--- src/fault_led_pkg.sv ---
// shared constants and types for the fault supervisor and status indicator
package fault_led_pkg;

  // ==========================================================
  // clock and timing
  localparam int CLK_HZ = 40_000_000;
  localparam int CYC_PER_MS = CLK_HZ / 1000;
  localparam int HOLDOFF_MS = 50;          // least restart delay after a self-resetting fault
  localparam int HOLDOFF_CYC = HOLDOFF_MS * CYC_PER_MS;
  localparam int FAST_HALF_MS = 100;       // fast blink half period
  localparam int FAST_HALF_CYC = FAST_HALF_MS * CYC_PER_MS;
  localparam int SLOW_ON_MS = 300;         // slow blink lit time
  localparam int SLOW_ON_CYC = SLOW_ON_MS * CYC_PER_MS;
  localparam int SLOW_OFF_MS = 300;        // slow blink dark time
  localparam int SLOW_OFF_CYC = SLOW_OFF_MS * CYC_PER_MS;
  localparam int PAUSE_MS = 1500;          // dark pause between bursts
  localparam int PAUSE_CYC = PAUSE_MS * CYC_PER_MS;

  // ==========================================================
  // fault code space: bit n of a fault vector carries code n
  localparam int NUM_CODES = 21;
  localparam int CODE_W = 5;
  localparam logic [NUM_CODES-1:0] CODE_VALID = 21'h1F_FFFC;   // codes 2..20
  localparam logic [CODE_W-1:0] CODE_NONE = 5'h00;
  localparam logic [CODE_W-1:0] CODE_DRIVE_OVERLOAD = 5'h04;
  localparam logic [CODE_W-1:0] CODE_BATTERY_LOW = 5'h06;
  localparam logic [CODE_W-1:0] CODE_MAX = 5'h14;

  // ==========================================================
  // register map
  localparam int ADDR_W = 8;
  localparam logic [ADDR_W-1:0] OFS_CTRL = 8'h00;
  localparam logic [ADDR_W-1:0] OFS_LATCH_MASK = 8'h04;
  localparam logic [ADDR_W-1:0] OFS_STATUS = 8'h08;
  localparam logic [ADDR_W-1:0] OFS_IRQ_STATUS = 8'h0C;
  localparam logic [ADDR_W-1:0] OFS_IRQ_CLEAR = 8'h10;
  localparam logic [ADDR_W-1:0] OFS_IRQ_ENABLE = 8'h14;
  localparam logic [ADDR_W-1:0] OFS_LIVE = 8'h18;
  localparam logic [ADDR_W-1:0] OFS_LATCHED = 8'h1C;

  // control fields and reset values
  localparam int CTRL_FOLD_BIT = 0;        // 1: overload folds current back instead of faulting
  localparam int CTRL_BATT_BIT = 1;        // 1: low battery fault is enabled
  localparam int CTRL_SWEN_BIT = 2;        // software enable
  localparam logic [2:0] CTRL_RESET = 3'h4;
  localparam logic [NUM_CODES-1:0] LATCH_MASK_RESET = 21'h1F_FE70;

  // interrupt events
  localparam int IRQ_W = 3;
  localparam int IRQ_FAULT_BIT = 0;        // a fault appeared
  localparam int IRQ_RESUME_BIT = 1;       // output stage came back on
  localparam int IRQ_FOLD_BIT = 2;         // current foldback began

  // ==========================================================
  // indicator sequencer states, gray along LED_FAST, LED_ON, LED_OFF, LED_PAUSE
  typedef enum logic [2:0] {
    LED_STEADY = 3'b000,
    LED_FAST = 3'b001,
    LED_ON = 3'b011,
    LED_OFF = 3'b010,
    LED_PAUSE = 3'b110
  } led_state_t;

  // status word as read by software
  typedef struct packed {
    logic [20:0] zero;
    logic holdoff;
    logic foldback;
    logic enabled;
    logic stage_on;
    logic [1:0] pad;
    logic [CODE_W-1:0] code;
  } status_word_t;

endpackage

--- src/sync3_filter.sv ---
// three-stage input synchroniser that accepts a change once stages two and three agree
`timescale 1ns/1ps
module sync3_filter
  import fault_led_pkg::*;
#(
  parameter int W = 1,
  parameter logic [W-1:0] RESET_VAL = '0
) (
  // clock and reset
  input wire logic clk,
  input wire logic rst_b,
  // asynchronous inputs and filtered result
  input wire logic [W-1:0] din,
  output logic [W-1:0] dout
);

  logic [W-1:0] s1_reg;
  logic [W-1:0] s2_reg;
  logic [W-1:0] s3_reg;

  // ==========================================================
  // synchroniser chain; stage one feeds only stage two
  always_ff @(posedge clk or negedge rst_b) begin
    if (!rst_b) begin
      s1_reg <= RESET_VAL;
      s2_reg <= RESET_VAL;
      s3_reg <= RESET_VAL;
    end else begin
      s1_reg <= din;
      s2_reg <= s1_reg;
      s3_reg <= s2_reg;
    end
  end

  // accept a bit only when stages two and three agree
  always_ff @(posedge clk or negedge rst_b) begin
    if (!rst_b) begin
      dout <= RESET_VAL;
    end else begin
      dout <= (s3_reg & ~(s2_reg ^ s3_reg)) | (dout & (s2_reg ^ s3_reg));
    end
  end

endmodule

--- src/fault_led_supervisor.sv ---
// fault supervisor, output stage gate and front panel status indicator sequencer
// Function
// - enabled and healthy shows steady on; disabled and healthy fast-blinks with stage off
// - a reported fault slow-blinks in bursts, blink count equals the code, pause between
// - codes 2,3,4,5,7,8,9,10 are temperatures, overloads, bus voltages, short, overcurrent
// - code 6 is the optional low battery fault, code 11 a Hall sensor fault
// - feedback device errors take codes 12 through 17
// - code 18 card watchdog, 19 position error, 20 option card fault
// - latched class faults capture their source and hold it; others are not held
// - any fault turns the output stage off, then the code is shown
// - a non-latched fault re-enables the stage by itself once it goes away
// - latched faults clear only while enable is off, or on full reset
// - after a self-resetting fault clears the stage stays off 50 to 100 ms
// - with several faults active only the highest priority one is shown
// - after the shown fault clears and enable cycles, the next fault is shown
// - drive overload either folds the current limit back or faults, as configured
//
// Design decisions made here: the address map and the plain strobed port.
`timescale 1ns/1ps
module fault_led_supervisor
  import fault_led_pkg::*;
#(
  parameter int HOLDOFF_CYCLES = HOLDOFF_CYC,
  parameter int FAST_HALF_CYCLES = FAST_HALF_CYC,
  parameter int SLOW_ON_CYCLES = SLOW_ON_CYC,
  parameter int SLOW_OFF_CYCLES = SLOW_OFF_CYC,
  parameter int PAUSE_CYCLES = PAUSE_CYC
) (
  // clock and reset
  input wire logic CLK,
  input wire logic RST_B,
  // protection detectors and enable pin
  input wire logic [NUM_CODES-1:0] FAULT_IN,
  input wire logic ENABLE_B,
  // register port
  input wire logic [ADDR_W-1:0] ADDR,
  input wire logic [31:0] WDATA,
  input wire logic WR,
  input wire logic RD,
  output logic [31:0] RDATA,
  // power stage, current limit, indicator and interrupt
  output logic STAGE_EN,
  output logic LIMIT_REDUCE,
  output logic LED,
  output logic IRQ
);

  logic [NUM_CODES-1:0] fault_q;
  logic enable_b_q;
  logic [2:0] ctrl_reg;
  logic [NUM_CODES-1:0] latch_mask_reg;
  logic [NUM_CODES-1:0] latched_reg;
  logic [NUM_CODES-1:0] live;
  logic [NUM_CODES-1:0] active;
  logic [CODE_W-1:0] best_code;
  logic [CODE_W-1:0] disp_code_reg;
  logic [31:0] holdoff_reg;
  logic fault_any;
  logic nl_any;
  logic enabled;
  logic fold;
  logic stage_next;
  logic [IRQ_W-1:0] irq_status_reg;
  logic [IRQ_W-1:0] irq_en_reg;
  logic [IRQ_W-1:0] events;
  logic fault_any_d_reg;
  led_state_t led_state_reg;
  led_state_t led_state_next;
  logic [31:0] timer_reg;
  logic [CODE_W-1:0] blink_cnt_reg;
  logic fast_phase_reg;
  status_word_t status_word;

  // ==========================================================
  // input synchronisers
  sync3_filter #(.W(NUM_CODES), .RESET_VAL('0)) u_fault_sync (
    .clk(CLK),
    .rst_b(RST_B),
    .din(FAULT_IN),
    .dout(fault_q)
  );

  sync3_filter #(.W(1), .RESET_VAL(1'b1)) u_enable_sync (
    .clk(CLK),
    .rst_b(RST_B),
    .din(ENABLE_B),
    .dout(enable_b_q)
  );

  // ==========================================================
  // fault classification
  // bit n of the fault vector is code n: 2..10 power and thermal, 11 hall,
  // 12..17 feedback device, 18..20 option card and position
  always_comb begin
    live = fault_q & CODE_VALID;
    if (!ctrl_reg[CTRL_BATT_BIT]) begin
      live[CODE_BATTERY_LOW] = 1'b0;
    end
    if (ctrl_reg[CTRL_FOLD_BIT]) begin
      live[CODE_DRIVE_OVERLOAD] = 1'b0;
    end
  end

  // latched class faults plus the non-latched ones still present
  assign active = latched_reg | (live & ~latch_mask_reg);
  assign fault_any = |active;
  assign nl_any = |(live & ~latch_mask_reg);
  assign enabled = !enable_b_q && ctrl_reg[CTRL_SWEN_BIT];
  assign fold = ctrl_reg[CTRL_FOLD_BIT] && fault_q[CODE_DRIVE_OVERLOAD];

  // lowest numbered active code wins
  always_comb begin
    best_code = CODE_NONE;
    for (int i = NUM_CODES - 1; i >= 0; i--) begin
      if (active[i]) begin
        best_code = CODE_W'(i);
      end
    end
  end

  // ==========================================================
  // latched fault capture; a new fault wins over the clear
  always_ff @(posedge CLK or negedge RST_B) begin
    if (!RST_B) begin
      latched_reg <= '0;
    end else if (enable_b_q) begin
      latched_reg <= live & latch_mask_reg;
    end else begin
      latched_reg <= latched_reg | (live & latch_mask_reg);
    end
  end

  // restart delay after a self-resetting fault goes away
  always_ff @(posedge CLK or negedge RST_B) begin
    if (!RST_B) begin
      holdoff_reg <= '0;
    end else if (nl_any) begin
      holdoff_reg <= 32'(HOLDOFF_CYCLES);
    end else if (holdoff_reg != 0) begin
      holdoff_reg <= holdoff_reg - 32'h0000_0001;
    end
  end

  // shown code sticks until that fault is no longer active
  always_ff @(posedge CLK or negedge RST_B) begin
    if (!RST_B) begin
      disp_code_reg <= CODE_NONE;
    end else if (disp_code_reg == CODE_NONE || !active[disp_code_reg]) begin
      disp_code_reg <= best_code;
    end
  end

  // ==========================================================
  // power stage and current limit
  assign stage_next = enabled && !fault_any && (holdoff_reg == 0);

  always_ff @(posedge CLK or negedge RST_B) begin
    if (!RST_B) begin
      STAGE_EN <= 1'b0;
      LIMIT_REDUCE <= 1'b0;
    end else begin
      STAGE_EN <= stage_next;
      LIMIT_REDUCE <= fold;
    end
  end

  // ==========================================================
  // indicator sequencer
  always_comb begin
    led_state_next = led_state_reg;
    case (led_state_reg)
      LED_STEADY, LED_FAST: begin
        if (disp_code_reg != CODE_NONE) begin
          led_state_next = LED_ON;
        end else if (enabled) begin
          led_state_next = LED_STEADY;
        end else begin
          led_state_next = LED_FAST;
        end
      end
      LED_ON: begin
        if (timer_reg == 0) begin
          led_state_next = LED_OFF;
        end
      end
      LED_OFF: begin
        if (timer_reg == 0) begin
          led_state_next = (blink_cnt_reg >= disp_code_reg) ? LED_PAUSE : LED_ON;
        end
      end
      LED_PAUSE: begin
        if (timer_reg == 0) begin
          led_state_next = (disp_code_reg == CODE_NONE) ? LED_STEADY : LED_ON;
        end
      end
      default: begin
        led_state_next = LED_STEADY;
      end
    endcase
  end

  always_ff @(posedge CLK or negedge RST_B) begin
    if (!RST_B) begin
      led_state_reg <= LED_STEADY;
    end else begin
      led_state_reg <= led_state_next;
    end
  end

  // phase timer, reloaded on every state entry
  always_ff @(posedge CLK or negedge RST_B) begin
    if (!RST_B) begin
      timer_reg <= '0;
    end else if (led_state_next != led_state_reg) begin
      case (led_state_next)
        LED_ON: timer_reg <= 32'(SLOW_ON_CYCLES - 1);
        LED_OFF: timer_reg <= 32'(SLOW_OFF_CYCLES - 1);
        LED_PAUSE: timer_reg <= 32'(PAUSE_CYCLES - 1);
        default: timer_reg <= 32'(FAST_HALF_CYCLES - 1);
      endcase
    end else if (timer_reg != 0) begin
      timer_reg <= timer_reg - 32'h0000_0001;
    end else if (led_state_reg == LED_FAST) begin
      timer_reg <= 32'(FAST_HALF_CYCLES - 1);
    end
  end

  // fast blink phase toggles at each half period
  always_ff @(posedge CLK or negedge RST_B) begin
    if (!RST_B) begin
      fast_phase_reg <= 1'b0;
    end else if (led_state_reg != LED_FAST) begin
      fast_phase_reg <= 1'b0;
    end else if (timer_reg == 0) begin
      fast_phase_reg <= !fast_phase_reg;
    end
  end

  // blinks given in the current burst
  always_ff @(posedge CLK or negedge RST_B) begin
    if (!RST_B) begin
      blink_cnt_reg <= '0;
    end else if (led_state_reg != LED_ON && led_state_next == LED_ON) begin
      blink_cnt_reg <= (led_state_reg == LED_OFF) ? blink_cnt_reg + 5'h01 : 5'h01;
    end
  end

  // indicator output
  always_ff @(posedge CLK or negedge RST_B) begin
    if (!RST_B) begin
      LED <= 1'b0;
    end else begin
      LED <= (led_state_next == LED_STEADY) || (led_state_next == LED_ON) ||
             (led_state_reg == LED_FAST && led_state_next == LED_FAST && fast_phase_reg);
    end
  end

  // ==========================================================
  // control registers written by software
  always_ff @(posedge CLK or negedge RST_B) begin
    if (!RST_B) begin
      ctrl_reg <= CTRL_RESET;
      latch_mask_reg <= LATCH_MASK_RESET;
      irq_en_reg <= '0;
    end else if (WR) begin
      case (ADDR)
        OFS_CTRL: ctrl_reg <= WDATA[2:0];
        OFS_LATCH_MASK: latch_mask_reg <= WDATA[NUM_CODES-1:0] & CODE_VALID;
        OFS_IRQ_ENABLE: irq_en_reg <= WDATA[IRQ_W-1:0];
        default: ;
      endcase
    end
  end

  // ==========================================================
  // interrupt events: sticky, set wins over write-one clear
  assign events = {fold && !LIMIT_REDUCE, stage_next && !STAGE_EN, fault_any && !fault_any_d_reg};

  always_ff @(posedge CLK or negedge RST_B) begin
    if (!RST_B) begin
      fault_any_d_reg <= 1'b0;
      irq_status_reg <= '0;
      IRQ <= 1'b0;
    end else begin
      fault_any_d_reg <= fault_any;
      if (WR && ADDR == OFS_IRQ_CLEAR) begin
        irq_status_reg <= (irq_status_reg & ~WDATA[IRQ_W-1:0]) | events;
      end else begin
        irq_status_reg <= irq_status_reg | events;
      end
      IRQ <= |(irq_status_reg & irq_en_reg);
    end
  end

  // ==========================================================
  // read path, data stands one cycle after the strobe
  always_comb begin
    status_word = '0;
    status_word.holdoff = (holdoff_reg != 0);
    status_word.foldback = LIMIT_REDUCE;
    status_word.enabled = enabled;
    status_word.stage_on = STAGE_EN;
    status_word.code = disp_code_reg;
  end

  always_ff @(posedge CLK or negedge RST_B) begin
    if (!RST_B) begin
      RDATA <= '0;
    end else if (RD) begin
      case (ADDR)
        OFS_CTRL: RDATA <= {29'h0000_0000, ctrl_reg};
        OFS_LATCH_MASK: RDATA <= {11'h000, latch_mask_reg};
        OFS_STATUS: RDATA <= status_word;
        OFS_IRQ_STATUS: RDATA <= {29'h0000_0000, irq_status_reg};
        OFS_IRQ_ENABLE: RDATA <= {29'h0000_0000, irq_en_reg};
        OFS_LIVE: RDATA <= {11'h000, live};
        OFS_LATCHED: RDATA <= {11'h000, latched_reg};
        default: RDATA <= '0;
      endcase
    end else begin
      RDATA <= '0;
    end
  end
endmodule

--- config.mk ---
export PLATFORM = sky130hd
export DESIGN_NAME = fault_led_supervisor
export DESIGN_NICKNAME = d
export VERILOG_FILES = /design/src/fault_led_pkg.sv /design/src/sync3_filter.sv /design/src/fault_led_supervisor.sv
export SDC_FILE = /design/constraint.sdc
export NUM_CORES = 1
export LEC_CHECK = 0
export ABC_AREA = 1
export BUFFER_PORTS_ARGS = -buffer_cell sky130_fd_sc_hd__buf_2
export CAP_MARGIN = 20
export CORE_UTILIZATION = 45
export CTS_CLUSTER_SIZE = 40
export DETAILED_ROUTE_END_ITERATION = 8
export PLACE_DENSITY_LB_ADDON = 0.25
export SYNTH_ARGS = -nofsm -noshare
export SYNTH_HDL_FRONTEND = slang
export SYNTH_SLANG_ARGS = --single-unit
export TNS_END_PERCENT = 50
--- constraint.sdc ---
create_clock -name CLK -period 2.89 [get_ports CLK]
set_input_delay 0.1445 -clock CLK [delete_from_list [all_inputs] [get_ports CLK]]
set_output_delay 0.1445 -clock CLK [all_outputs]
set_load 0.02 [all_outputs]
==> flow_metrics.tcl, run 1 <==
set metrics [dict create \
    crit_required_ns 3.29 \
    grt_max_degree 79 \
    nNetsFinal 1338 \
    cp_data_arrival_time_ns 2.97 \
    tightest_slew_ns 0.841 \
    crit_slowest_cell "dfrtp_1" \
    grt_pass1_vias 8065 \
    clk_path_buf_depth 3 \
    cts_made_buffers 25 \
    route.detailed.drc 0 \
    synthXorXnorAreaFrac_pct 2.36 \
    clock-root-buffer "clkbuf_16" \
    clock-skew-final_ns 0.0223 \
    slew_violations 0 \
    grt_overflow 0 \
    post-route-period-util_pct 89.0 \
    synth_compound_area_share_pct 13.0 \
    setup_viol 0 \
    worst-setup-path-type "flop to flop" \
    syn_area_per_cell_um2 9.25 \
    ys_ff_latch 231 \
    tritoncts "done" \
    pin_count 102 \
    drtPass1Iterations 5 \
    tns_ns 0 \
    slowest_delay_ns 0.41 \
    cp_top_family "compound AO/OA/AOI/OAI gates" \
    p_total_mw 8.40 \
    coreArea_mm2 0.0226 \
    drive_gt1_share_pct 15.4 \
    rsz0062_at_grt "false" \
    synth_seq_area_share_pct 56.2 \
    synth_mux_area_share_pct 0 \
    cts_setup_buffers 0 \
    track_usage_pct 20.9 \
    leakage_nw 5.86 \
    power_per_cell_area_mw_per_mm2 678 \
    drtIter0Drc 559 \
    diodes 0 \
    synthFlopType "dfrtp_1" \
    drv_cap 0 \
    outcome "completed" \
    port_buffers 77 \
    mostFrequentLayoutCells "dfrtp_1 (211), inv_1 (153), nor2_1 (145)" \
    synth_simple_gate_area_share_pct 18.0 \
    grt_pass1_wl_um 40000 \
    hpwl_um 16400 \
    wirelength_um 23600 \
    synth_top_family_by_area "simple AND/OR/NAND/NOR gates" \
    critPathLaunchType "flop" \
    min_path_type "input port to flop" \
    final_common_cell "dfrtp_1" \
    synth_cell_types 56 \
    ir_drop_v 0.000420 \
    syn_area_mm2 0.0103 \
    final.min_clock_period_ns 2.57 \
    worstPathMaxFanout 14 \
    synth_edf_count 0 \
    htreeDepth 1 \
    yosys_warnings 0 \
    route.antenna.remaining_nets 0 \
    slew_headroom_pct 43.8 \
    die_width_um 153 \
    drt-wirelength-per-cell_um 15.0 \
    synthToLayoutAreaGrowth_pct 20.0 \
    die_area_mm2 0.0235 \
    clk_pin_slew_ns 0.06 \
    vias_per_cell 5.13 \
    vias 8047 \
    clock_latency_ns 0.53 \
    cp.buffers_inverters 2 \
    gp_congestion 0.914 \
    antenna_found_initial 0 \
    hold_viol 0 \
    start_util_pct 45.7 \
    fmax_mhz 389 \
    clkSinkCount 231 \
    cp_cell_sequence "inv_1 > ha_1 > a21o_1 > a21oi_1 > nand2_1 > o21ai_0 > a21oi_4 > xor2_2 > nand2_4 > inv_4 > nand2_4 > nor2_1 > nor2_1" \
    async_reset_ff_share_pct 100 \
    crit_path_end_kind "flop" \
    netlist_instances 1116 \
    dieHeight_um 153 \
    rows 55 \
    synthAdderAreaFrac_pct 2.91 \
]
==> tightest hold or removal path: cells and delay by family <==
| kind | cells | cell delay (ns) |
|---|---|---|
| buffers and inverters | 1 | 0.13 |
| AND/OR/NAND/NOR | 1 | 0.16 |
| AO/OA/AOI/OAI | 1 | 0.09 |
==> logic make-up after synthesis <==
family                   count (synthesis)
AO/OA/AOI/OAI                          230
adder cells (fa/ha/maj)                 28
AND/OR/NAND/NOR                        412
flip-flops                             231
other                                    1
buffers and inverters                  187
XOR/XNOR                                27
==> path summary, 6_finish.rpt <==
| kind | startpoint | cells after the start | end | slack, ns |
|---|---|---|---|---|
| max in group asynchronous | RST_B | 3 | latch_mask_reg[13] | 1.88 |
| worst min register to register | u_fault_sync.s1_reg[15] | 0 | u_fault_sync.s2_reg[15] | 0.35 |
| worst max-delay path | disp_code_reg[2] | 13 | timer_reg[19] | 0.32 |
| worst max register to register | disp_code_reg[2] | 13 | timer_reg[19] | 0.32 |
| worst min-delay path | WR | 3 | irq_en_reg[2] | 0.05 |
| min in group asynchronous | RST_B | 2 | u_fault_sync.s2_reg[14] | 0.20 |
==> final cells by class <==
cell class	count	area [um2]
tap	285	357
clock inverter	9	126
clock buffer	37	711
multi-input combinational	708	3790
fill	2064	10200
sequential	231	5810
inverter	159	599
timing repair buffer	139	996
==> routing by layer <==
metal	GRT usage, %	part of all wire (%)	up-vias
met5	0	0	-
li1	-	-	3983
met2	33.2	45	201
met3	2.86	4.7	40
met4	7.38	2.9	0
met1	29.4	48	3823
==> through the flow <==
stage / area [um2] / utilization [%] / instances / hold WS (ns) / worst slack, ns
floorplan: 10400 / - / 1126 / -0.151 / 0.681
global placement: 11100 / 49.2 / 1478 / 0.179 / 0.360
detailed placement: 11100 / 49.2 / 1478 / 0.186 / 0.320
CTS: 12400 / 54.9 / 1568 / 0.0182 / 0.316
global route: 12400 / 54.9 / 1568 / 0.0699 / 0.105
finish: 12400 / 54.9 / 1568 / 0.0540 / 0.317
==> where the power goes <==
part	internal, mW	total (mW)	switching [mW]	leakage [nW]
Clock	1.97	3.23	1.26	0.409
Sequential	3.52	3.75	0.227	2.75
Combinational	0.505	1.42	0.913	2.70
==> synthesized netlist by cell type (all sizes together) (2+ instances only) <==
cell,instances,area (um2)
nor2,155,622
o21ai,81,409
dfstp,20,526
o2111ai,4,35.0
or2,5,31.3
nor4,7,43.8
a211oi,3,32.5
xnor2,9,78.8
clkbuf,13,48.8
inv,159,599
a2111oi,2,17.5
a21o,2,15.0
o31ai,3,22.5
a21oi,82,422
nand2,142,551
nand4,17,106
xor2,18,165
dfrtp,211,5280
buf,15,115
nor3,34,220
ha,8,100
a41oi,2,17.5
o211ai,7,62.6
a221oi,7,61.3
maj3,20,200
nand3,48,260
o22ai,29,181
==> what timing repair did <==
| item | 4_1_cts | 5_1_grt |
|---|---|---|
| hold buffers | 44 | 0 |
| endpoints found under the hold margin | 116 | 0 |
| gates resized for setup | 0 | 0 |
Power figures use the tool's default switching activity.
==> run 2, diff against run 1 <==
- CTS_CLUSTER_DIAMETER: unset -> 30
- clock period: 2.89 -> 3.21 ns (I/O delays scaled with it)
==> run 2 against run 1 <==
Compared with the run above:
- die area unchanged
- clock skew is 0.011 ns lower
- critical path type unchanged
- largest power group is now clock
- combinational power shrank 13%
- global-route usage rose by 0.59 points
- highest routed layer unchanged
- hold slack got worse by 0.036 ns
- cell count rose by 2.3%
- via count up 1.7%
==> flow_metrics.tcl, run 2 (synthesis gave the netlist of run 1 again) <==
set metrics [dict create \
    drv_cap 0 \
    vias_per_cell 5.10 \
    worstHoldPathCells 3 \
    cp_data_arrival_time_ns 3.18 \
    tns_ns 0 \
    min_path_type "input port to flop" \
    clock-root-buffer "clkbuf_16" \
    fillers 1952 \
    critPathLaunchType "flop" \
    clock_latency_ns 0.53 \
    grt_max_degree 86 \
    fin_hold_ws_ns 0.0180 \
    worstPathMaxFanout 15 \
    cts_made_buffers 46 \
    hpwl_um 16300 \
    antenna_found_initial 0 \
    route.detailed.drc 0 \
    diodes 0 \
    pin_count 102 \
    die_area_mm2 0.0235 \
    clkSinkCount 231 \
    tightest_slew_ns 0.868 \
    dieHeight_um 153 \
    postLayoutSetupSlackWorst_ns 0.432 \
    fmax_mhz 360 \
    worstRegToRegCells 15 \
    track_usage_pct 21.5 \
    coreArea_mm2 0.0226 \
    gp_congestion 0.912 \
    rows 55 \
    grt_pass1_wl_um 40600 \
    p_total_mw 9.32 \
    clockPowerShare_pct 50.2 \
    slew_headroom_pct 42.0 \
    drtIter0Drc 480 \
    hold_viol 0 \
    power_per_cell_area_mw_per_mm2 713 \
    drt-wirelength-per-cell_um 15.0 \
    worst-setup-path-type "flop to flop" \
    mostFrequentLayoutCells "dfrtp_1 (211), inv_1 (153), nor2_1 (145)" \
    synthToLayoutAreaGrowth_pct 26.6 \
    switching_share_pct 28.6 \
    place_ws_ns 0.411 \
    port_buffers 77 \
    route.antenna.remaining_nets 0 \
    start_util_pct 45.7 \
    outcome "completed" \
    ir_drop_v 0.000396 \
    drtPass1Iterations 5 \
    htreeDepth 2 \
    final_common_cell "dfrtp_1" \
    grt_overflow 0 \
    slew_violations 0 \
    setup_viol 0 \
    rsz0062_at_grt "false" \
    die_width_um 153 \
    grt_pass1_vias 8224 \
    power.switching_mw 2.67 \
    power_frac_seq_pct 36.5 \
    post-route-period-util_pct 86.6 \
    drive_gt1_share_pct 18.0 \
    wirelength_um 24000 \
    clock-skew-final_ns 0.0118 \
    crit_path_end_kind "flop" \
    seq_area_mm2 0.00581 \
    nNetsFinal 1355 \
    post_cts_resized 0 \
    pwr-share-comb_pct 13.3 \
    clk_pin_slew_ns 0.05 \
    vias 8183 \
    leakage_nw 6.18 \
    intPower_mw 6.65 \
    multi_input_area_mm2 0.00379 \
    crit_required_ns 3.61 \
    clk_path_buf_depth 3 \
    final.min_clock_period_ns 2.78 \
    tritoncts "done" \
]
-- run 2: final cells by class --
class	instances	area share [%]
clock buffer	54	9.43
sequential	231	44.4
multi-input combinational	708	29.0
timing repair buffer	135	7.31
inverter	159	4.59
tap	285	2.73
clock inverter	32	2.53
-- run 2: repair_timing --
action                                  in CTS  in global routing
hold buffers                                45                  0
buffers inserted                             0                  0
endpoints found under the setup margin       0                  0
endpoints found under the hold margin      127                  0
-- run 2: final timing paths --
check,from,end,slack [ns]
min in group asynchronous,RST_B,u_fault_sync.s3_reg[14],0.20
setup reg to reg,timer_reg[0],timer_reg[12],0.43
hold reg to reg,u_fault_sync.s1_reg[16],u_fault_sync.s2_reg[16],0.34
setup / recovery,timer_reg[0],timer_reg[12],0.43
max in group asynchronous,RST_B,timer_reg[31],2.05
hold / removal,WR,ctrl_reg[2],0.02
-- run 2: power by group through the flow --
stage	clock network (mW)	registers (mW)	logic, mW
global placement	0	3.44	1.16
CTS	4.77	3.40	1.24
global route	4.92	3.44	1.43
floorplan	0	3.37	0.898
detailed placement	0	3.44	1.19
finish	4.68	3.40	1.24
-- run 2: worst max-delay path: stages, from the launching register on --
cell and delay [ns]:
dfrtp_1 0.39, inv_1 0.15, ha_1 0.25, nand2_2 0.11
nor2_4 0.19, inv_2 0.07, nor2_4 0.13, nand3_2 0.13
nor2_4 0.21, nand3_2 0.21, inv_2 0.16, a211oi_2 0.06
nand2_4 0.23, inv_4 0.14, nand2_4 0.14, o21ai_1 0.07
-- run 2: metal layers --
layer	vias to the layer above	track usage [%]	wire length [um]
li1	4040	-	-
met1	3851	29.6	11200
met2	240	34.0	10800
met3	52	4.17	1430
met4	0	7.38	536
met5	-	0	0
-- run 2: metrics by stage --
stage,utilization [%],std cells,instance area (um2)
after floorplan,-,1126,10400
after global placement,49.0,1473,11100
after detailed placement,49.0,1473,11100
after CTS,57.9,1604,13100
after global routing,57.9,1604,13100
final,57.9,1604,13100
